`src/rtl/qscr_pkg.sv`:
```
`default_nettype none
package qscr_pkg;
  // ----------------------------------------
  // register offsets (byte addresses)
  // ----------------------------------------
  localparam logic [7:0] OFF_MODE = 8'h00;
  localparam logic [7:0] OFF_DELAY = 8'h04;
  localparam logic [7:0] OFF_WRAP = 8'h08;
  localparam logic [7:0] OFF_EVENT = 8'h0C;
  localparam logic [7:0] OFF_PTR = 8'h10;
  localparam logic [7:0] OFF_DATA = 8'h14;
  // ----------------------------------------
  // field positions
  // ----------------------------------------
  localparam int EV_COLL_BERR = 15;
  localparam int EV_ABORT_BERR = 14;
  localparam int EV_LOCK = 12;
  localparam int EV_COLL_IE = 11;
  localparam int EV_ABORT_IE = 10;
  localparam int EV_FIN_IE = 8;
  localparam int EV_COLL_F = 3;
  localparam int EV_ABORT_F = 2;
  localparam int EV_FIN_F = 0;
  localparam int DLY_QUEUE_ENABLE = 15;
  localparam int WRAP_HALT = 15;
  localparam int WRAP_WREN = 14;
  localparam int WRAP_WRTO = 13;
  localparam int WRAP_INACTIVE_LEVEL = 12;
  localparam int CMD_HOLD = 7;
  localparam int CMD_WIDTH = 6;
  localparam int CMD_AFTER = 5;
  localparam int CMD_LEAD = 4;
  // ----------------------------------------
  // ram sections and reset values
  // ----------------------------------------
  localparam logic [5:0] TX_BASE = 6'h00;
  localparam logic [5:0] RX_BASE = 6'h10;
  localparam logic [5:0] CMD_BASE = 6'h20;
  localparam logic [5:0] RAM_END = 6'h30;
  localparam logic [15:0] MODE_RST = 16'h0004;
  localparam logic [15:0] DELAY_RST = 16'h0000;
  localparam logic [4:0] BYTE_BITS = 5'h08;
  localparam logic [4:0] WORD_BITS = 5'h10;
  // ----------------------------------------
  // carriers
  // ----------------------------------------
  typedef struct packed {
    logic [15:0] tx;
    logic [4:0] nbits;
    logic lead_en;
    logic after_en;
  } qscr_xfer_t;
  typedef struct packed {
    logic [7:0] baud;
    logic cpol;
    logic cpha;
    logic [6:0] lead;
    logic [7:0] after;
  } qscr_timing_t;
endpackage
`default_nettype wire

```
`src/rtl/qscr_top.sv`:
```
// Behaviour
// - collision bus-error enable makes data-window writes to executing command an error
// - abort bus-error enable makes clearing queue enable mid-transfer an error
// - abort lockout stops register writes from clearing queue enable
// - three enable bits gate collision, abort and finished interrupts
// - writing the executing command entry sets the collision flag
// - abort flag sets when software clears queue enable
// - finished flag sets at end-of-queue command or after halt
// - in wraparound the finished flag sets on every end-of-queue pass
// - event flags clear on writing one, zero leaves them
// - ram holds 16 transmit, 16 receive and 16 command locations
// - data-window write stores at pointer then increments pointer
// - data-window read returns entry at pointer, increments, one wait state
// - pointer keeps counting past a section end, no wrap
// - command bytes use upper data byte; engine never writes them
// - hold-selects bit keeps selects asserted after transfer
// - width-select bit picks eight bits or mode size field
// - after-delay bit inserts the after-transfer delay
// - lead-delay bit picks half period or clock-lead delay field
// - command bits drive the four chip selects, any combination
// - pointer values 0x00, 0x10, 0x20 start the three sections
// - queue enable starts the queue and self-clears at end of queue unless wraparound is on
// - halt stops issuing commands after the current one ends
`default_nettype none
module qscr_top import qscr_pkg::*; (
  input wire logic clk_sys,
  input wire logic rst,
  input wire logic [7:0] reg_addr,
  input wire logic [15:0] reg_wdata,
  input wire logic reg_wr,
  input wire logic reg_rd,
  output logic [15:0] reg_rdata,
  output logic access_error,
  output logic irq,
  output logic sck,
  output logic mosi,
  input wire logic miso,
  output logic [3:0] cs
);
  // ----------------------------------------
  // state
  // ----------------------------------------
  typedef enum logic [1:0] {Q_IDLE, Q_FETCH, Q_RUN, Q_HALT} qscr_q_state_t;
  typedef struct packed {
    qscr_q_state_t st;
    logic [15:0] mode;
    logic queue_enable;
    logic [6:0] lead;
    logic [7:0] after;
    logic halt;
    logic wren;
    logic wrto;
    logic select_inactive_level;
    logic [3:0] end_of_queue_pointer;
    logic [3:0] cptqp;
    logic [3:0] newqp;
    logic coll_berr;
    logic abort_berr;
    logic lockout;
    logic coll_ie;
    logic abort_ie;
    logic fin_ie;
    logic coll_f;
    logic abort_f;
    logic fin_f;
    logic [5:0] ptr;
    logic [3:0] qp;
    logic start;
    logic [3:0] cs;
    logic [15:0] rdata;
    logic berr;
    logic irq;
    logic miso_m;
    logic miso_s;
  } qscr_top_t;
  qscr_top_t q, d;
  // ----------------------------------------
  // ram and shift engine
  // ----------------------------------------
  logic [15:0] ram_rdata;
  logic [15:0] eng_tx;
  logic [7:0] eng_cmd;
  logic [15:0] rx_word;
  logic eng_done;
  logic busy;
  logic data_wr;
  logic coll;
  logic ram_we;
  qscr_xfer_t xfer;
  qscr_timing_t tim;
  assign busy = q.st != Q_IDLE;
  assign data_wr = reg_wr && reg_addr == OFF_DATA;
  // executing command lives at the command base plus the queue index
  assign coll = data_wr && busy && q.ptr == (CMD_BASE | {2'b00, q.qp});
  // a colliding write never lands, so the running entry stays intact
  assign ram_we = data_wr && !coll && q.ptr < RAM_END;
  assign xfer.tx = eng_tx;
  assign xfer.lead_en = eng_cmd[CMD_LEAD];
  assign xfer.after_en = eng_cmd[CMD_AFTER];
  always_comb begin
    if (!eng_cmd[CMD_WIDTH]) begin
      xfer.nbits = BYTE_BITS;
    end else if (q.mode[13:10] == 4'h0) begin
      xfer.nbits = WORD_BITS;
    end else begin
      xfer.nbits = {1'b0, q.mode[13:10]};
    end
  end
  assign tim.baud = q.mode[7:0];
  assign tim.cpol = q.mode[9];
  assign tim.cpha = q.mode[8];
  assign tim.lead = q.lead;
  assign tim.after = q.after;
  qscr_ram u_ram (
    .clk_sys(clk_sys),
    .rst(rst),
    .cpu_we(ram_we),
    .cpu_addr(q.ptr),
    .cpu_wdata(reg_wdata),
    .cpu_rdata(ram_rdata),
    .eng_idx(q.qp),
    .eng_tx(eng_tx),
    .eng_cmd(eng_cmd),
    .rx_we(eng_done),
    .rx_wdata(rx_word)
  );
  qscr_shift u_shift (
    .clk_sys(clk_sys),
    .rst(rst),
    .start(q.start),
    .xfer(xfer),
    .tim(tim),
    .miso_s(q.miso_s),
    .sck(sck),
    .mosi(mosi),
    .done(eng_done),
    .rx_word(rx_word)
  );
  // ----------------------------------------
  // next state
  // ----------------------------------------
  logic last;
  logic set_fin;
  logic set_abort;
  logic [3:0] wrap_qp;
  always_comb begin
    d = q;
    d.start = 1'b0;
    d.berr = 1'b0;
    d.miso_m = miso;
    d.miso_s = q.miso_m;
    set_fin = 1'b0;
    set_abort = 1'b0;
    last = q.qp == q.end_of_queue_pointer;
    wrap_qp = q.wrto ? q.newqp : 4'h0;
    // queue sequencer
    unique case (q.st)
      Q_IDLE: begin
        if (q.queue_enable && !q.halt) begin
          d.qp = q.newqp;
          d.st = Q_FETCH;
        end
      end
      Q_FETCH: begin
        // a zero divider holds the port disabled
        if (!q.queue_enable) begin
          d.st = Q_IDLE;
        end else if (q.mode[7:0] != 8'h00) begin
          d.start = 1'b1;
          d.cs = eng_cmd[3:0];
          d.st = Q_RUN;
        end
      end
      Q_RUN: begin
        if (eng_done) begin
          d.cptqp = q.qp;
          if (!eng_cmd[CMD_HOLD]) begin
            d.cs = {4{q.select_inactive_level}};
          end
          set_fin = last || q.halt;
          if (!q.queue_enable) begin
            d.st = Q_IDLE;
          end else if (last && !q.wren) begin
            d.queue_enable = 1'b0;
            d.st = Q_IDLE;
          end else begin
            d.qp = last ? wrap_qp : q.qp + 4'h1;
            d.st = q.halt ? Q_HALT : Q_FETCH;
          end
        end
      end
      Q_HALT: begin
        if (!q.queue_enable) begin
          d.st = Q_IDLE;
        end else if (!q.halt) begin
          d.st = Q_FETCH;
        end
      end
    endcase
    // register writes
    if (reg_wr) begin
      unique case (reg_addr)
        OFF_MODE: d.mode = reg_wdata;
        OFF_DELAY: begin
          if (reg_wdata[DLY_QUEUE_ENABLE]) begin
            d.queue_enable = 1'b1;
            d.lead = reg_wdata[14:8];
            d.after = reg_wdata[7:0];
          end else if (!q.queue_enable || q.lockout) begin
            d.lead = reg_wdata[14:8];
            d.after = reg_wdata[7:0];
          end else if (busy && q.abort_berr) begin
            d.berr = 1'b1;
          end else begin
            d.queue_enable = 1'b0;
            set_abort = 1'b1;
            d.lead = reg_wdata[14:8];
            d.after = reg_wdata[7:0];
          end
        end
        OFF_WRAP: begin
          d.halt = reg_wdata[WRAP_HALT];
          d.wren = reg_wdata[WRAP_WREN];
          d.wrto = reg_wdata[WRAP_WRTO];
          d.select_inactive_level = reg_wdata[WRAP_INACTIVE_LEVEL];
          d.end_of_queue_pointer = reg_wdata[11:8];
          d.newqp = reg_wdata[3:0];
        end
        OFF_EVENT: begin
          d.coll_berr = reg_wdata[EV_COLL_BERR];
          d.abort_berr = reg_wdata[EV_ABORT_BERR];
          d.lockout = reg_wdata[EV_LOCK];
          d.coll_ie = reg_wdata[EV_COLL_IE];
          d.abort_ie = reg_wdata[EV_ABORT_IE];
          d.fin_ie = reg_wdata[EV_FIN_IE];
        end
        OFF_PTR: d.ptr = reg_wdata[5:0];
        OFF_DATA: begin
          if (coll && q.coll_berr) begin
            d.berr = 1'b1;
          end else begin
            d.ptr = q.ptr + 6'h01;
          end
        end
        default: d.berr = 1'b0;
      endcase
    end
    // flags: write-one clears, a same-cycle set wins
    if (reg_wr && reg_addr == OFF_EVENT) begin
      d.coll_f = q.coll_f & ~reg_wdata[EV_COLL_F];
      d.abort_f = q.abort_f & ~reg_wdata[EV_ABORT_F];
      d.fin_f = q.fin_f & ~reg_wdata[EV_FIN_F];
    end
    d.coll_f = d.coll_f | coll;
    d.abort_f = d.abort_f | set_abort;
    d.fin_f = d.fin_f | set_fin;
    // register reads, data one cycle after the strobe
    if (reg_rd) begin
      unique case (reg_addr)
        OFF_MODE: d.rdata = q.mode;
        OFF_DELAY: d.rdata = {q.queue_enable, q.lead, q.after};
        OFF_WRAP: d.rdata = {q.halt, q.wren, q.wrto, q.select_inactive_level,
                             q.end_of_queue_pointer, q.cptqp, q.newqp};
        OFF_EVENT: d.rdata = {q.coll_berr, q.abort_berr, 1'b0, q.lockout, q.coll_ie,
                              q.abort_ie, 1'b0, q.fin_ie, 4'h0, q.coll_f, q.abort_f,
                              1'b0, q.fin_f};
        OFF_PTR: d.rdata = {10'h000, q.ptr};
        OFF_DATA: begin
          d.rdata = ram_rdata;
          d.ptr = q.ptr + 6'h01;
        end
        default: d.rdata = 16'h0000;
      endcase
    end
    d.irq = (d.coll_f & d.coll_ie) | (d.abort_f & d.abort_ie) | (d.fin_f & d.fin_ie);
  end
  // ----------------------------------------
  // registers and outputs
  // ----------------------------------------
  assign reg_rdata = q.rdata;
  assign access_error = q.berr;
  assign irq = q.irq;
  assign cs = q.cs;
  always_ff @(posedge clk_sys) begin
    if (rst) begin
      q <= '0;
      q.mode <= MODE_RST;
      {q.lead, q.after} <= DELAY_RST[14:0];
    end else begin
      q <= d;
    end
  end
endmodule
`default_nettype wire

```
`src/rtl/qscr_ram.sv`:
```
`default_nettype none
module qscr_ram import qscr_pkg::*; (
  input wire logic clk_sys,
  input wire logic rst,
  input wire logic cpu_we,
  input wire logic [5:0] cpu_addr,
  input wire logic [15:0] cpu_wdata,
  output logic [15:0] cpu_rdata,
  input wire logic [3:0] eng_idx,
  output logic [15:0] eng_tx,
  output logic [7:0] eng_cmd,
  input wire logic rx_we,
  input wire logic [15:0] rx_wdata
);
  typedef struct packed {
    logic [15:0][15:0] tx;
    logic [15:0][15:0] rx;
    logic [15:0][7:0] cmd;
  } qscr_ram_t;
  qscr_ram_t q, d;
  logic [3:0] idx;
  assign idx = cpu_addr[3:0];
  always_comb begin
    d = q;
    if (cpu_we && cpu_addr < RX_BASE) begin
      d.tx[idx] = cpu_wdata;
    end else if (cpu_we && cpu_addr < CMD_BASE) begin
      d.rx[idx] = cpu_wdata;
    end else if (cpu_we && cpu_addr < RAM_END) begin
      d.cmd[idx] = cpu_wdata[15:8];
    end
    // engine only ever writes receive words
    if (rx_we) begin
      d.rx[eng_idx] = rx_wdata;
    end
  end
  always_comb begin
    if (cpu_addr < RX_BASE) begin
      cpu_rdata = q.tx[idx];
    end else if (cpu_addr < CMD_BASE) begin
      cpu_rdata = q.rx[idx];
    end else if (cpu_addr < RAM_END) begin
      cpu_rdata = {q.cmd[idx], 8'h00};
    end else begin
      cpu_rdata = 16'h0000;
    end
  end
  assign eng_tx = q.tx[eng_idx];
  assign eng_cmd = q.cmd[eng_idx];
  always_ff @(posedge clk_sys) begin
    if (rst) begin
      q <= '0;
    end else begin
      q <= d;
    end
  end
endmodule
`default_nettype wire

```
`src/rtl/qscr_shift.sv`:
```
`default_nettype none
module qscr_shift import qscr_pkg::*; (
  input wire logic clk_sys,
  input wire logic rst,
  input wire logic start,
  input wire qscr_xfer_t xfer,
  input wire qscr_timing_t tim,
  input wire logic miso_s,
  output logic sck,
  output logic mosi,
  output logic done,
  output logic [15:0] rx_word
);
  typedef enum logic [1:0] {SH_IDLE, SH_LEAD, SH_SHIFT, SH_TRAIL} qscr_sh_state_t;
  typedef struct packed {
    qscr_sh_state_t st;
    logic [7:0] cnt;
    logic [5:0] edges;
    logic [5:0] nedge;
    logic [15:0] txs;
    logic [15:0] rxs;
    logic sck;
    logic mosi;
    logic done;
  } qscr_sh_t;
  qscr_sh_t q, d;
  logic [15:0] aligned;
  logic leading;
  always_comb begin
    d = q;
    d.done = 1'b0;
    aligned = xfer.tx << (5'(WORD_BITS - xfer.nbits));
    leading = ~q.edges[0];
    unique case (q.st)
      SH_IDLE: begin
        d.sck = tim.cpol;
        if (start) begin
          d.st = SH_LEAD;
          d.edges = 6'h00;
          d.nedge = {xfer.nbits, 1'b0};
          d.rxs = 16'h0000;
          d.cnt = xfer.lead_en ? {1'b0, tim.lead} : tim.baud;
          d.txs = aligned;
          if (!tim.cpha) begin
            d.mosi = aligned[15];
            d.txs = aligned << 1;
          end
        end
      end
      SH_LEAD: begin
        d.cnt = q.cnt - 8'h01;
        if (q.cnt <= 8'h01) begin
          d.st = SH_SHIFT;
          d.cnt = tim.baud;
        end
      end
      SH_SHIFT: begin
        d.cnt = q.cnt - 8'h01;
        if (q.cnt <= 8'h01) begin
          d.cnt = tim.baud;
          d.sck = ~q.sck;
          d.edges = q.edges + 6'h01;
          // capture edge is leading for phase 0, trailing for phase 1
          if (leading ^ tim.cpha) begin
            d.rxs = {q.rxs[14:0], miso_s};
          end else begin
            d.mosi = q.txs[15];
            d.txs = q.txs << 1;
          end
          if (d.edges == q.nedge) begin
            d.st = SH_TRAIL;
            d.cnt = xfer.after_en ? tim.after : tim.baud;
          end
        end
      end
      SH_TRAIL: begin
        d.cnt = q.cnt - 8'h01;
        if (q.cnt <= 8'h01) begin
          d.st = SH_IDLE;
          d.done = 1'b1;
        end
      end
    endcase
  end
  assign sck = q.sck;
  assign mosi = q.mosi;
  assign done = q.done;
  assign rx_word = q.rxs;
  always_ff @(posedge clk_sys) begin
    if (rst) begin
      q <= '0;
    end else begin
      q <= d;
    end
  end
endmodule
`default_nettype wire

```
`config.mk`:
```
export PLATFORM = sky130hd
export DESIGN_NAME = qscr_top
export DESIGN_NICKNAME = d
export VERILOG_FILES = /design/src/rtl/qscr_pkg.sv /design/src/rtl/qscr_top.sv /design/src/rtl/qscr_ram.sv /design/src/rtl/qscr_shift.sv
export SDC_FILE = /design/constraint.sdc
export NUM_CORES = 2
export LEC_CHECK = 0
export ABC_CLOCK_PERIOD_IN_PS = 3600
export BUFFER_PORTS_ARGS = -buffer_cell sky130_fd_sc_hd__buf_2
export CORE_AREA = 5 5 274 276
export DETAILED_ROUTE_END_ITERATION = 7
export DIE_AREA = 0 0 279 281
export GPL_TIMING_DRIVEN = 0
export PLACE_DENSITY = 0.83
export SLEW_MARGIN = 20
export SYNTH_ARGS = -nofsm -noshare
export SYNTH_HDL_FRONTEND = slang
export SYNTH_SLANG_ARGS = --single-unit
export TNS_END_PERCENT = 1
```
`constraint.sdc`:
```
create_clock -name clk_sys -period 3.6 [get_ports clk_sys]
set_input_delay 0.54 -clock clk_sys [delete_from_list [all_inputs] [get_ports clk_sys]]
set_output_delay 0.54 -clock clk_sys [all_outputs]
set_load 0.01 [all_outputs]
```
==> run summary <==
Placed Area -> 0.0429 sq mm
Critical Path AT -> 4370 ps
Root Buffer -> clkbuf_16
Num CTS Buffers -> 85
Initial antenna violation count -> 11
Worst Hold Endpoint -> d[0]$_SDFF_PP0_
Fraction of layout cells with a size suffix above 1 -> 16.5%
Slowest cell on crit path -> buf_1
Max Freq -> 259 MHz
RSZ-0062 raised after global routing -> true
Count of clock tree sinks -> 790
Critical Path Fanout Max -> 10
Reg2Reg Capture Point -> reg_rdata[14]$_SDFFE_PP0P_
Setup crit end kind -> flop
Vias post-DR -> 41900
Leak -> 16.6 nW
Routed Wire Length -> 171 mm
First-pass GRT wire length -> 246 mm
Yosys warnings -> 0
Row count -> 99
Vias in the first global route -> 38800
Top Layer Used -> met5
IO Count -> 53
Final period util -> 107%
Wl on met1 -> 56.5 mm
Die X -> 279 um
Startpoint Class -> flop
Max clock buf depth -> 3
FF+latch count, synth -> 790
Syn Area/Cell -> 8.84 sq um
Die Span Y -> 281 um
Cell mode on critical path -> mux4_2
Setup ws final -> -256 ps
Post-synth net total -> 4734
Top FF cell, synth -> dfxtp_1
Congestion Overflow GR -> 0
CP peak stage delay -> 830 ps
Clock transition at path regs -> 60 ps
CTS tree -> yes
Metal2 WL -> 69.3 mm
Crit-path cells -> buf_1 > clkbuf_2 > mux4_2 > mux4_2 > inv_1 > o22ai_1 > a22o_1 > a21oi_1 > nor2_1
WL per Instance -> 29.1 um
PD cells -> 406 mW/mm^2
Hold path cells -> 2
Sequential cell area fraction in the yosys report -> 38.1%
Total GRT Usage -> 41.5%
H-tree levels -> 3
Initial Utilization -> 57.3%
Post-synthesis cell count -> 4693
Remaining antenna violation count -> 0
Final hold violations -> 0
Area Growth Syn to Fin -> 12.6%
DRT Pass-1 Iters -> 8
Failing checks -> DRC, setup timing
WHS -> 89.7 ps
DP Worst Slack -> -1410 ps
Crit path time final -> 3860 ps
Final setup fails -> 64
Fill cells -> 5756
Number of vias per cell -> 7.13
Commonest non-fill, non-tap cells in the layout -> nand2_1 (1135), dfxtp_1 (787), nor2_1 (515)
Port buffer count -> 35
Synth cell types -> 75
Detailed placement HPWL -> 121 mm
Post-synth EDFFs -> 0
Reg2Reg Depth -> 9
Layout Nets -> 4889
# DRC -> 3
Asr flop ratio synth -> 0%
Met3 WL -> 28.6 mm
Clock Skew -> 48.4 ps
CP bufs+invs -> 3
Skew-Pair Late Insertion Delay -> 700 ps
Peak supply drop -> 0.432 mV
Worst R2R Setup Slack -> -260 ps
Largest net degree at the start of global routing -> 17
Area of the mapped netlist -> 0.0415 sq mm
Family with the most delay on the worst path -> buffers and inverters
Req. time, crit path -> 4120 ps
Most common cell after layout, fill and taps aside -> nand2_1
Status -> finished with violations
Reg-to-reg startpoint -> q[30]$_SDFF_PP0_
Final Instance Area -> 0.0467 sq mm
Slew @ Worst Pin -> 1320 ps
Fin. max-slew vios -> 0
Worst relative slew slack -> 11.5%
Area of the core -> 0.0723 sq mm
Min-delay src -> miso
DIE AREA -> 0.0784 sq mm
Gpl congestion -> 1.07
Critical path class -> flop to flop
Maxcap violations -> 0
Hold crit path type -> primary input to flop
Initial DRC Count -> 7816
-- cell type report --
| cell class | count | area (sq um) | area share, % |
|---|---|---|---|
| antenna | 4 | 10.0 | 0.0214 |
| buffer | 502 | 2370 | 5.07 |
| clock buffer | 113 | 2430 | 5.21 |
| clock inverter | 39 | 583 | 1.25 |
| inverter | 27 | 106 | 0.228 |
| multi-input combinational | 3370 | 23700 | 50.8 |
| sequential | 790 | 15800 | 33.9 |
| tap | 959 | 1200 | 2.57 |
| timing repair buffer | 72 | 473 | 1.01 |
-- through the flow --
step	util (%)	total power (W)	std cells	setup TNS, ps
finish	64.6	0.0190	5876	-5460
global route	64.6	0.0192	5872	-3320
CTS	63.9	0.0188	5847	-141
detailed placement	59.3	0.00950	5687	-401320
global placement	59.3	0.00950	5687	-407170
floorplan	-	0.00922	4693	0
-- Yosys cell counts (13+ instances only) --
| cell | n | area share [%] |
|---|---|---|
| a22oi_1 | 45 | 0.81 |
| nand3_1 | 125 | 1.5 |
| buf_4 | 23 | 0.42 |
| o22ai_1 | 13 | 0.20 |
| xor2_1 | 13 | 0.27 |
| nor2_1 | 517 | 4.7 |
| xnor2_1 | 14 | 0.30 |
| buf_2 | 66 | 0.80 |
| a22o_1 | 13 | 0.27 |
| clkbuf_1 | 351 | 3.2 |
| a211oi_1 | 27 | 0.49 |
| dfxtp_1 | 790 | 38 |
| a221oi_1 | 13 | 0.27 |
| o21ai_0 | 60 | 0.72 |
| nor3_1 | 30 | 0.36 |
| mux4_2 | 320 | 17 |
| a21oi_1 | 346 | 4.2 |
| mux2i_1 | 200 | 4.8 |
| nand2_1 | 1147 | 10 |
| buf_1 | 56 | 0.51 |
| a311oi_1 | 262 | 5.5 |
| inv_1 | 21 | 0.19 |
| nor2b_1 | 31 | 0.47 |
-- logic make-up (layout without fill, tap and decap cells) --
logic type,count (synthesis),after routing,synth area share [%]
AOI/OAI and AO/OA,852,852,13.9
xor gates and xnor gates,27,27,0.570
adders and majority gates,12,12,0.362
buffers and inverters,533,753,5.41
DFF,790,790,38.1
muxes,526,526,22.4
other,0,4,0
and+or+nand+nor,1953,1953,19.3
-- where the power goes --
group | leakage [nW] | internal [W] | switching (W)
sequential | 6.36 | 0.00874 | 0.00000209
combinational | 8.75 | 0.0000878 | 0.000533
clock | 1.47 | 0.00564 | 0.00396
total | 16.6 | 0.0145 | 0.00449
-- how the worst max path moves through the flow --
stage,cells past startpoint,endpoint,from
floorplan,18,u_shift.q[34]$_SDFFE_PP0P_,q[25]$_SDFFE_PP0P_
global placement,11,u_ram.q[345]$_SDFF_PP0_,q[30]$_SDFF_PP0_
detailed placement,11,u_ram.q[350]$_SDFF_PP0_,q[30]$_SDFF_PP0_
CTS,19,u_shift.q[25]$_SDFFE_PP0P_,q[26]$_SDFFE_PP0P_
global route,9,reg_rdata[12]$_SDFFE_PP0P_,q[30]$_SDFF_PP0_
finish,9,reg_rdata[14]$_SDFFE_PP0P_,q[30]$_SDFF_PP0_
-- metal layers --
metal,track usage [%],up-vias
li1,-,17000
met1,50.4,19700
met2,60.3,4031
met3,17.2,1065
met4,27.8,24
met5,2.26,-
-- sequential cells by signal (all words and copies together) (netlist names) --
register,cells
d,1
u_shift.q,37
irq,1
u_shift.mosi,1
access_error,1
cs,4
q,71
reg_rdata,16
u_shift.sck,1
u_shift.done,1
u_ram.q,640
u_shift.rx_word,16
-- worst register-to-register path, cell delays in order (launching register included) --
cell and delay [ps]:
dfxtp_1 450, buf_1 840, clkbuf_2 660, mux4_2 480, mux4_2 620, inv_1 100, o22ai_1 100, a22o_1 240
a21oi_1 150, nor2_1 50
-- repair_timing --
item                                    in CTS  in global routing
cloned                                       0                  0
setup buffers                               10                 27
pin swaps                                   10                 14
hold endpoints to repair                     0                  0
hold buffers                                 0                  0
gates resized for setup                    102                 97
endpoints found under the setup margin     562                372
Note: power is estimated with default switching activity, not from simulation.
